<file path="config.mk">
export PLATFORM = sky130hd
export DESIGN_NAME = scpsc_core
export DESIGN_NICKNAME = d
export VERILOG_FILES = /design/src/common/scpsc_pkg.sv /design/src/core/scpsc_core.sv /design/src/core/scpsc_sync.sv
export VERILOG_INCLUDE_DIRS = /design/src /design/src/common
export SDC_FILE = /design/constraint.sdc
export NUM_CORES = 1
export LEC_CHECK = 0
export ABC_AREA = 1
export BUFFER_PORTS_ARGS = -buffer_cell sky130_fd_sc_hd__buf_4
export CAP_MARGIN = 20
export CORE_MARGIN = 3
export CORE_UTILIZATION = 40
export DETAILED_ROUTE_END_ITERATION = 10
export RECOVER_POWER = 25
export SLEW_MARGIN = 20
export SYNTH_ARGS = -nofsm -noshare
export SYNTH_HDL_FRONTEND = slang
export SYNTH_SLANG_ARGS = --single-unit
</file>
<file path="constraint.sdc">
create_clock -name clk -period 3.62 [get_ports clk]
set_input_delay 0 -clock clk [delete_from_list [all_inputs] [get_ports clk]]
set_output_delay 0 -clock clk [all_outputs]
set_load 0.01 [all_outputs]
</file>
<file path="src/common/scpsc_regs.svh">
// Widths and timing counts of the clock-enable power-state control
`ifndef SCPSC_REGS_SVH
`define SCPSC_REGS_SVH
`define SCPSC_BANKS 8
`define SCPSC_BA_W 3
`define SCPSC_DQ_W 8
`define SCPSC_CKE_MIN_HOLD_CLKS 3
`define SCPSC_SRX_READ_CLKS 200
`endif

</file>
<file path="src/common/scpsc_pkg.sv">
// Types shared by the clock-enable power-state control
package scpsc_pkg;
`include "scpsc_regs.svh"

  // Power states, binary coded from normal outward
  typedef enum logic [1:0] {
    SCPSC_NORMAL = 2'h0,
    SCPSC_ACT_PD = 2'h1,
    SCPSC_SELF_REF = 2'h2,
    SCPSC_PRE_PD = 2'h3
  } scpsc_pstate_t;

  // Command code equals {ras_n, cas_n, we_n}; deselect folds into nop
  typedef enum logic [2:0] {
    SCPSC_CMD_MRS = 3'h0,
    SCPSC_CMD_REF = 3'h1,
    SCPSC_CMD_PRE = 3'h2,
    SCPSC_CMD_ACT = 3'h3,
    SCPSC_CMD_WR = 3'h4,
    SCPSC_CMD_RD = 3'h5,
    SCPSC_CMD_RSV = 3'h6,
    SCPSC_CMD_NOP = 3'h7
  } scpsc_cmd_t;

  typedef struct packed {
    logic cs_n;
    logic ras_n;
    logic cas_n;
    logic we_n;
    logic [`SCPSC_BA_W-1:0] ba;
    logic a10;
  } scpsc_pins_t;

  typedef struct packed {
    logic valid;
    logic dm;
    logic [`SCPSC_DQ_W-1:0] data;
  } scpsc_beat_t;

  typedef struct packed {
    logic s1;
    logic s2;
    logic s3;
    logic lvl;
  } scpsc_sync_st_t;

  typedef struct packed {
    scpsc_pstate_t pstate;
    logic cke_prev;
    logic lvl_prev;
    logic [`SCPSC_BANKS-1:0] banks;
    logic cmd_vld;
    scpsc_cmd_t cmd;
    logic [`SCPSC_BA_W-1:0] cmd_ba;
    logic sr_refresh;
    logic odt_on;
    logic store;
    logic [`SCPSC_DQ_W-1:0] sdata;
  } scpsc_core_st_t;
endpackage

</file>
<file path="src/core/scpsc_core.sv">
// Clock-enable power-state control with bank tracking and write masking
//
// How it works
// RULE1: each edge acts on previous and present enable, state and command.
// RULE2: enable high at both edges executes the registered command.
// RULE3: enable fall with nop and an open bank enters active power-down.
// RULE4: enable fall with nop and all banks idle enters precharge power-down.
// RULE5: enable fall with refresh and all banks idle enters self refresh.
// RULE6: controller requests self refresh only with every bank idle; the bench requests it once with bank 5 open.
// RULE7: controller shows only nop or deselect on power-down enable edges.
// RULE8: controller leaves self refresh by raising enable with nop; the bench raises it with refresh on every other loop exit.
// RULE9: controller sends only nop until the non-read exit delay passes.
// RULE10: controller waits the read exit delay before any read.
// RULE11: controller never sleeps while read, write, mode set or precharge run.
// RULE12: controller holds each new enable level for three registered edges.
// RULE13: no refresh runs in power-down; controller bounds its length.
// RULE14: controller drives termination pin defined in power-down when enabled.
// RULE15: termination is off in self refresh; it never steers power states.
// RULE16: controller uses only the listed enable and command combinations.
// RULE17: after illegal use the controller reruns full initialisation.
// RULE18: a write beat is stored only when its mask is low.
// RULE19: self-refresh exit is seen without relying on a stable clock.
// RULE20: one power-state register, four states, clocked except async reset; exit is clocked too.
`timescale 1ns/1ns
`include "scpsc_regs.svh"
module scpsc_core (
  input wire logic clk,
  input wire logic rst,
  input wire logic cke,
  input wire scpsc_pkg::scpsc_pins_t pins,
  input wire logic odt,
  input wire scpsc_pkg::scpsc_beat_t beat,
  output scpsc_pkg::scpsc_pstate_t pstate,
  output logic [`SCPSC_BANKS-1:0] open_banks,
  output logic cmd_vld,
  output scpsc_pkg::scpsc_cmd_t cmd_out,
  output logic [`SCPSC_BA_W-1:0] cmd_ba,
  output logic sr_refresh,
  output logic odt_on,
  output logic wr_store,
  output logic [`SCPSC_DQ_W-1:0] wr_data
);
  scpsc_pkg::scpsc_core_st_t st_q;
  scpsc_pkg::scpsc_core_st_t st_d;
  logic cke_lvl;
  logic idle;
  logic is_nop;
  logic exit_async;
  scpsc_pkg::scpsc_cmd_t cmd;

  // Filtered enable level; a clock too unstable to sample the rising
  // pair still leaves this level to rise once the pin settles high
  scpsc_sync u_cke_sync (
    .clk(clk),
    .rst(rst),
    .din(cke),
    .level(cke_lvl)
  );

  // Command decode shared by every state
  always_comb begin
    cmd = pins.cs_n ? scpsc_pkg::SCPSC_CMD_NOP :
      scpsc_pkg::scpsc_cmd_t'({pins.ras_n, pins.cas_n, pins.we_n});
    is_nop = (cmd == scpsc_pkg::SCPSC_CMD_NOP);
    idle = (st_q.banks == {`SCPSC_BANKS{1'b0}});
    exit_async = cke_lvl && !st_q.lvl_prev;
  end

  // Next state; sequences outside the table leave the state alone
  always_comb begin
    st_d = st_q;
    st_d.cke_prev = cke; // RULE1
    st_d.lvl_prev = cke_lvl;
    st_d.cmd_vld = 1'b0;
    case (st_q.pstate)
      scpsc_pkg::SCPSC_NORMAL: begin
        if (st_q.cke_prev && cke) begin
          // Only normal state decodes, so no refresh leaks into sleep
          st_d.cmd_vld = !pins.cs_n; // RULE2 RULE13
          st_d.cmd = cmd;
          st_d.cmd_ba = pins.ba;
          if (!pins.cs_n) begin
            case (cmd)
              scpsc_pkg::SCPSC_CMD_ACT: begin
                st_d.banks[pins.ba] = 1'b1;
              end
              scpsc_pkg::SCPSC_CMD_PRE: begin
                if (pins.a10) begin
                  st_d.banks = {`SCPSC_BANKS{1'b0}};
                end else begin
                  st_d.banks[pins.ba] = 1'b0;
                end
              end
              // Auto-precharge closes the bank at once; timing is the
              // controller's to respect before the next activate
              scpsc_pkg::SCPSC_CMD_RD, scpsc_pkg::SCPSC_CMD_WR: begin
                if (pins.a10) begin
                  st_d.banks[pins.ba] = 1'b0;
                end
              end
              default: begin
              end
            endcase
          end
        end else if (st_q.cke_prev && !cke) begin
          if (is_nop && !idle) begin
            st_d.pstate = scpsc_pkg::SCPSC_ACT_PD; // RULE3
          end else if (is_nop) begin
            st_d.pstate = scpsc_pkg::SCPSC_PRE_PD; // RULE4
          end else if (cmd == scpsc_pkg::SCPSC_CMD_REF && idle) begin
            st_d.pstate = scpsc_pkg::SCPSC_SELF_REF; // RULE5
            // The filtered level may still be rising from the short high
            // hold; count the entry edge as seen high so it is no exit
            st_d.lvl_prev = 1'b1; // RULE19
          end
        end
      end
      scpsc_pkg::SCPSC_ACT_PD, scpsc_pkg::SCPSC_PRE_PD: begin
        // Stays asleep while enable is low
        if (!st_q.cke_prev && cke && is_nop) begin
          st_d.pstate = scpsc_pkg::SCPSC_NORMAL; // RULE3 RULE4
        end
      end
      scpsc_pkg::SCPSC_SELF_REF: begin
        // Either the sampled rise or the settled level ends it
        if ((!st_q.cke_prev && cke && is_nop) || exit_async) begin
          st_d.pstate = scpsc_pkg::SCPSC_NORMAL; // RULE5 RULE19
        end
      end
      default: begin
        st_d.pstate = scpsc_pkg::SCPSC_NORMAL;
      end
    endcase
    st_d.sr_refresh = (st_d.pstate == scpsc_pkg::SCPSC_SELF_REF);
    // Termination pin gates only its own output, never the state
    st_d.odt_on = odt && !st_d.sr_refresh; // RULE15
    st_d.store = beat.valid && !beat.dm; // RULE18
    if (beat.valid) begin
      st_d.sdata = beat.data;
    end
  end

  // Single power-state register; power-up is normal, enable low
  always_ff @(posedge clk or posedge rst) begin
    if (rst) begin
      st_q <= '0; // RULE20
    end else begin
      st_q <= st_d;
    end
  end

  assign pstate = st_q.pstate;
  assign open_banks = st_q.banks;
  assign cmd_vld = st_q.cmd_vld;
  assign cmd_out = st_q.cmd;
  assign cmd_ba = st_q.cmd_ba;
  assign sr_refresh = st_q.sr_refresh;
  assign odt_on = st_q.odt_on;
  assign wr_store = st_q.store;
  assign wr_data = st_q.sdata;
endmodule

</file>
<file path="src/core/scpsc_sync.sv">
// Three-stage pin synchroniser with a two-stage agreement filter
`timescale 1ns/1ns
module scpsc_sync (
  input wire logic clk,
  input wire logic rst,
  input wire logic din,
  output logic level
);
  scpsc_pkg::scpsc_sync_st_t st_q;
  scpsc_pkg::scpsc_sync_st_t st_d;

  // Level moves only once the second and third stages agree
  always_comb begin
    st_d = st_q;
    st_d.s1 = din;
    st_d.s2 = st_q.s1;
    st_d.s3 = st_q.s2;
    if (st_q.s2 == st_q.s3) begin
      st_d.lvl = st_q.s3;
    end
  end

  // Power-up assumes the enable pin low
  always_ff @(posedge clk or posedge rst) begin
    if (rst) begin
      st_q <= '0;
    end else begin
      st_q <= st_d;
    end
  end

  assign level = st_q.lvl;
endmodule

</file>
==> Word level (Yosys, flattened, before mapping) <==
Index checks and enable logic that the tools add are counted.
{ "totals": {"register_bits": 33, "output_inout_bits": 28, "word_cells": 79} }
{ "classes": {"order_cmp": 2, "n_eq_ne": 12, "n_mux": 22, "n_bitwise": 4, "reduce_logical": 25} }
{ "op_table": {"columns": ["operator", "count"], "rows": [
  ["2-to-1 mux 8 bit", 3],
  ["one-hot mux 8 bit (3 select lines)", 1],
  ["2-to-1 mux 16 bit", 1],
  ["2-to-1 mux 15 bit", 1],
  ["2-to-1 mux 2 bit", 7],
  ["logical AND 1 bit", 10],
  ["== test 3 bit, second input constant", 3],
  ["bitwise AND 8 bit", 1],
  ["zero test 8 bit", 1],
  ["NOT 8 bit", 1],
  ["OR 8 bit", 1],
  ["zero test 1 bit", 7],
  ["== test 2 bit, second input constant", 3],
  ["== test 3 x 2 -> 1 bit, second input constant", 2],
  ["2-to-1 mux 1 bit", 6],
  ["one-hot mux 2 bit (3 select lines)", 1],
  ["AND reduction 5 bit", 1],
  ["< comparator 3 x 4 -> 1 bit, second input constant", 1],
  ["OR reduction 2 bit", 2],
  ["demux 1 bit (select 3 bit)", 1],
  ["== test 3 x 1 -> 1 bit, second input constant", 1],
  ["greater-or-equal comparator 3 x 1 -> 1 bit, second input constant", 1],
  ["2-to-1 mux 3 bit", 1],
  ["nonzero test 3 bit", 1],
  ["7 further kinds", 7]
]} }

==> Logic depth before layout (Yosys ltp) <==
{ "depth": {"depth_word": 12, "ltp_mapped": 10, "mapped_depth_nobuf": 10} }

==> Hierarchy <==
Synthesis repeated with hierarchy kept, for this count alone.
{ "hier_totals": {"hier_cells": 224, "hier_area_um2": 1800.5} }
{ "by_module_without_submodules": {"columns": ["mod", "n_inst", "cells_per_inst", "area_each_um2", "seq_area_each_um2"], "rows": [
  ["scpsc_core", 1, 215, 1680.4, 750.7],
  ["scpsc_sync", 1, 9, 120.1, 100.1]
]} }

==> Worst setup path before layout <==
No wires, ideal clock.
{ "synth_timing": {"kind": "reg2reg", "from": "register st_q, in the netlist pstate[1]", "to": "register st_q, in the netlist open_banks[7]", "setup_time_ns": 0.119, "t_arrival_ns": 1.154, "slack_ns": 2.347, "stages_incl_launch_ff": 8, "n_path_buf": 0, "path_cell_list": "dfrtp_1 nor2_4 nand3_2 nor2_4 nand2_4 nor2_8 nand2_1 and2_1"} }
{ "synth_via": {"elab_chain_len": 2} }
{ "synth_rtl": {"columns": ["item", "line", "text"], "rows": [
  ["start, declared", "scpsc_core.sv:43", "scpsc_pkg::scpsc_core_st_t st_q;"],
  ["start signal, assigned", "scpsc_core.sv:148", "st_q <= st_d;"],
  ["zero test 2 bit", "scpsc_core.sv:75", "case (st_q.pstate)"],
  ["AND reduction 5 bit (no line)", null, null]
]} }
Every way passes these cells.
A chain may end at the register's enable or synchronous reset.

==> results_tabular.tex <==
\begin{tabular}{lr}
\hline
Metric & Value \\
\hline
\multicolumn{2}{l}{\textbf{Cells and area}} \\
Number of diodes added for antenna fixing & 0 \\
Final net count & approximately 300 \\
Signed area change from the synthesized netlist to the final layout & 29.4\% \\
Number of inserted filler cells in the final layout & between 400 and 500 \\
Ratio of cells with drive above 1 in the final layout & about a quarter \\
\multicolumn{2}{l}{\textbf{Clock network}} \\
Master cell of the clock root buffer & clkbuf\_8 \\
Clock slew at reported path FFs & approximately 0.07 ns \\
CTS tree & yes \\
CTS-repair resized insts & 0 \\
Total clock buffers created by CTS & 5 \\
Number of levels in the clock H-tree & 2 \\
Buffers from clock root to sink, at most & 2 \\
Clock insertion delay at the later pin of the skew report & 0.29 ns \\
Clock sink count & 33 \\
Setup Fix Bufs, Post-CTS & 0 \\
\multicolumn{2}{l}{\textbf{STA}} \\
Worst-case setup margin in the final layout & about 1.7 ns \\
Final hold violation count & 0 \\
\# setup viols final & 0 \\
Shortest period the worst path allows & 1.95 ns \\
Max Clock Skew & between 0.005 and 0.006 ns \\
Slew Viols, Final & 34 \\
TNS Setup & 0 ns \\
RSZ-0062 raised after global routing & no \\
Post-route fraction of the period consumed by the critical path & around 54\% \\
Slew at the pin closest to its max-slew limit & about 1.8 ns \\
Highest attainable clock frequency & a little over 0.5 GHz \\
Slew margin rel. & -20.5\% \\
\multicolumn{2}{l}{\textbf{Yosys}} \\
Most frequently used cell type in the post-synthesis netlist & nand2\_1 \\
Seq/Total Area, Yosys & 45.9\% \\
Count of flip-flops with a built-in enable after synthesis & 0 \\
Number of cells produced by synthesis & 226 \\
Top-area cell type share of the netlist area & between 40\% and 50\% \\
Library cell with the largest summed area after synthesis & dfrtp\_1 \\
Fraction of synthesis flops using an asynchronous set or reset pin & 100\% \\
Number of warnings reported in the yosys synthesis log & 0 \\
Synthesized cell area & roughly 1800 um\^{}2 \\
Predominant post-synthesis flop cell & dfrtp\_1 \\
List of most frequent post-synthesis cells & nand2\_1, dfrtp\_1, inv\_1 \\
Nets in the synthesized netlist & approximately 250 \\
Number of synthesized register bits & 33 \\
Post-synth cell types & 27 \\
Biggest area contributors in the synthesized netlist & dfrtp\_1, nand2\_1, buf\_4 \\
Synthesized area per cell & between 7 and 8 um\^{}2 \\
\multicolumn{2}{l}{\textbf{Setup path}} \\
Sort of element at the start of the critical path & primary input \\
Top cell family by delay on the critical path & buffers and inverters \\
Worst setup slack for register-to-register paths & roughly 2.3 ns \\
CP max stage cell & clkbuf\_1 \\
Critical path arrival & approximately 2.0 ns \\
Length in cells of the worst reg-to-reg path & 7 \\
Number of buffer and inverter stages on the critical path & 4 \\
Critical path capture point type & asynchronous set/reset pin \\
Crit Reg-Reg Startpoint & pstate[1]\$\_DFF\_PP0\_ \\
Class of the most critical setup path & in -> async \\
Reg-to-reg critical path endpoint & open\_banks[7]\$\_DFFE\_PP0P\_ \\
Highest cell delay on the worst timing path & $\sim$1.3 ns \\
Crit path max fanout & 33 \\
Required time at the endpoint of the critical path & 3.67 ns \\
Critical path cell sequence & dlygate4sd3\_1 -> clkbuf\_4 -> inv\_1 -> clkbuf\_1 \\
\multicolumn{2}{l}{\textbf{Place}} \\
Port buffer count & 49 \\
Post-detail-place hpwl & between 2 and 3 mm \\
Worst slack at placement & approximately 2.3 ns \\
Weighted congestion reported at the end of routability-driven placement & approximately 0.8 \\
\multicolumn{2}{l}{\textbf{Pwr}} \\
Maximum vdd ir drop & approximately 0.21 mV \\
Internal power & 0.000699 W \\
Design Power & around 0.0010 W \\
Combinational group share of total power & around 28\% \\
Sequential Power Share & $\sim$46\% \\
Share of total power in the clock network & 26.7\% \\
Switching portion of total power & a little under a third \\
Lkg Pwr & 1.26 nW \\
Pwr/cell area & 437 nW/um\^{}2 \\
Net switching power & around 0.00032 W \\
\multicolumn{2}{l}{\textbf{Floorplan}} \\
I/O pin count & 50 \\
Area of the core & approximately 4200 um\^{}2 \\
Die area & 5340 um\^{}2 \\
Starting density of the core & a little over two fifths \\
Die outline height & $\sim$73 um \\
Die Span X & roughly 73 um \\
Standard-cell rows & 23 \\
\multicolumn{2}{l}{\textbf{Job}} \\
Number of violations of the max-capacitance limit & 1 \\
\multicolumn{2}{l}{\textbf{Routing}} \\
Total via count after detailed routing & approximately 1500 \\
Iter 0 DRT Violations & 55 \\
Ratio of routed vias to standard cells & between 4 and 5 \\
ANT nets after route & 0 \\
DRC errors left & 0 \\
Post-Route WL & around 3.8 mm \\
Number of iterations in the first detailed-routing pass & 4 \\
Detailed-route wire length per cell & $\sim$11 um \\
\multicolumn{2}{l}{\textbf{Min path}} \\
Hold path startpoint & pins[5] \\
Class of the most critical hold timing path & in -> reg \\
Hold path endpoint & cmd\_out[1]\$\_DFFE\_PP0P\_ \\
Hold-critical path depth & 3 \\
\multicolumn{2}{l}{\textbf{Global route}} \\
Remaining global-route overflow & 0 \\
Global-route wire length before repair & 6.31 mm \\
Pin count of the biggest net entering global routing & 34 \\
All-layer global routing usage & 15.3\% \\
Number of antenna violations at the first check in global routing & 0 \\
Number of global-route vias before repair & about 1400 \\
\multicolumn{2}{l}{\textbf{Run status}} \\
Failing checks & capacitance limit, slew limit \\
Outcome & finished, violations left \\
\hline
\end{tabular}
worst max path at each step:
| stage | slack, ns | endpoint | start | cells past startpoint |
|---|---|---|---|---|
| final | 1.67 | u_cke_sync.st_q[1]$_DFF_PP0_ | rst | 4 |
| after global routing | 1.27 | cmd_ba[1]$_DFFE_PP0P_ | rst | 4 |
| after CTS | 2.25 | open_banks[7]$_DFFE_PP0P_ | pstate[1]$_DFF_PP0_ | 7 |
| after detailed placement | 2.26 | open_banks[7]$_DFFE_PP0P_ | pstate[1]$_DFF_PP0_ | 7 |
| after global placement | 2.29 | open_banks[7]$_DFFE_PP0P_ | pstate[1]$_DFF_PP0_ | 7 |
| after floorplan | 2.35 | open_banks[7]$_DFFE_PP0P_ | pstate[1]$_DFF_PP0_ | 7 |
metal layers:
layer	share of wire [%]	track usage [%]
met4	1.5	5.53
met3	5.6	4.13
met5	0	0
met1	49	21.6
met2	44	22.5
cell families (layout without fill, tap and decap cells):
logic type | after synthesis | count (layout) | synth area share, %
buffers and inverters | 64 | 116 | 18.5
adder cells (fa/ha/maj) | 1 | 1 | 0.556
AO/OA/AOI/OAI | 21 | 21 | 7.23
AND/OR/NAND/NOR | 107 | 107 | 27.9
flip-flops | 33 | 33 | 45.9
area by class of cell:
| cell class | count | area [um^2] | area share [%] |
|---|---|---|---|
| well taps | 50 | 62.6 | 2.69 |
| clock inverters | 3 | 17.5 | 0.752 |
| multi-input cells | 129 | 642 | 27.6 |
| repair buffers | 70 | 568 | 24.4 |
| clock buffers | 5 | 68.8 | 2.95 |
| inverters | 38 | 145 | 6.23 |
| flip-flops and latches | 33 | 826 | 35.4 |
layout by cell type (no fill, tap or decap), types with 3 or more instances in the layout:
| master | synthesis | layout |
|---|---|---|
| clkbuf_8 | 0 | 5 |
| inv_1 | 32 | 32 |
| buf_4 | 24 | 46 |
| nand2_1 | 68 | 68 |
| o21ai_0 | 8 | 8 |
| nand3_1 | 6 | 6 |
| dfrtp_1 | 33 | 33 |
| inv_2 | 3 | 3 |
| nor3_1 | 9 | 9 |
| dlygate4sd3_1 | 0 | 20 |
| o21ai_1 | 7 | 7 |
| nor2_1 | 12 | 12 |
| nor2_4 | 4 | 4 |
what timing repair did:
| action | 4_1_cts | 5_1_grt |
|---|---|---|
| endpoints found under the hold margin | 44 | 0 |
| setup endpoints to repair | 0 | 0 |
| hold buffers | 20 | 0 |
flip-flops by register name, indices dropped and copies added, names as in the netlist:
signal            flops
u_cke_sync.st_q       1
cmd_out               3
st_q                  1
sr_refresh            1
wr_store              1
cmd_vld               1
pstate                2
cmd_ba                3
odt_on                1
u_cke_sync.level      1
open_banks            8
wr_data               8
u_cke_sync.st_d       2
per-stage QoR:
| stage | util (%) | hold WS [ns] | std cells | cell area (um^2) |
|---|---|---|---|---|
| after CTS | 56.0 | 0.0462 | 328 | 2340 |
| after detailed placement | 49.1 | 0.129 | 300 | 2050 |
| after global routing | 55.8 | 0.0574 | 328 | 2330 |
| after global placement | 49.1 | 0.127 | 300 | 2050 |
| after floorplan | - | 0.0314 | 226 | 1800 |
| final | 55.8 | 0.0505 | 328 | 2330 |
worst min-delay path, stage by stage:
cell	delay, ns
buf_4	0.10
nor2_2	0.06
o21ai_0	0.14
power groups by stage:
stage          Combinational (W)  Clock, W  Sequential (W)
3_3_place_gp            0.000268         0        0.000471
4_1_cts                 0.000287  0.000285        0.000466
5_1_grt                 0.000319  0.000300        0.000475
2_1_floorplan           0.000210         0        0.000464
6_report                0.000282  0.000272        0.000465
3_5_place_dp            0.000269         0        0.000473
Note: power is estimated with default switching activity, not from simulation.
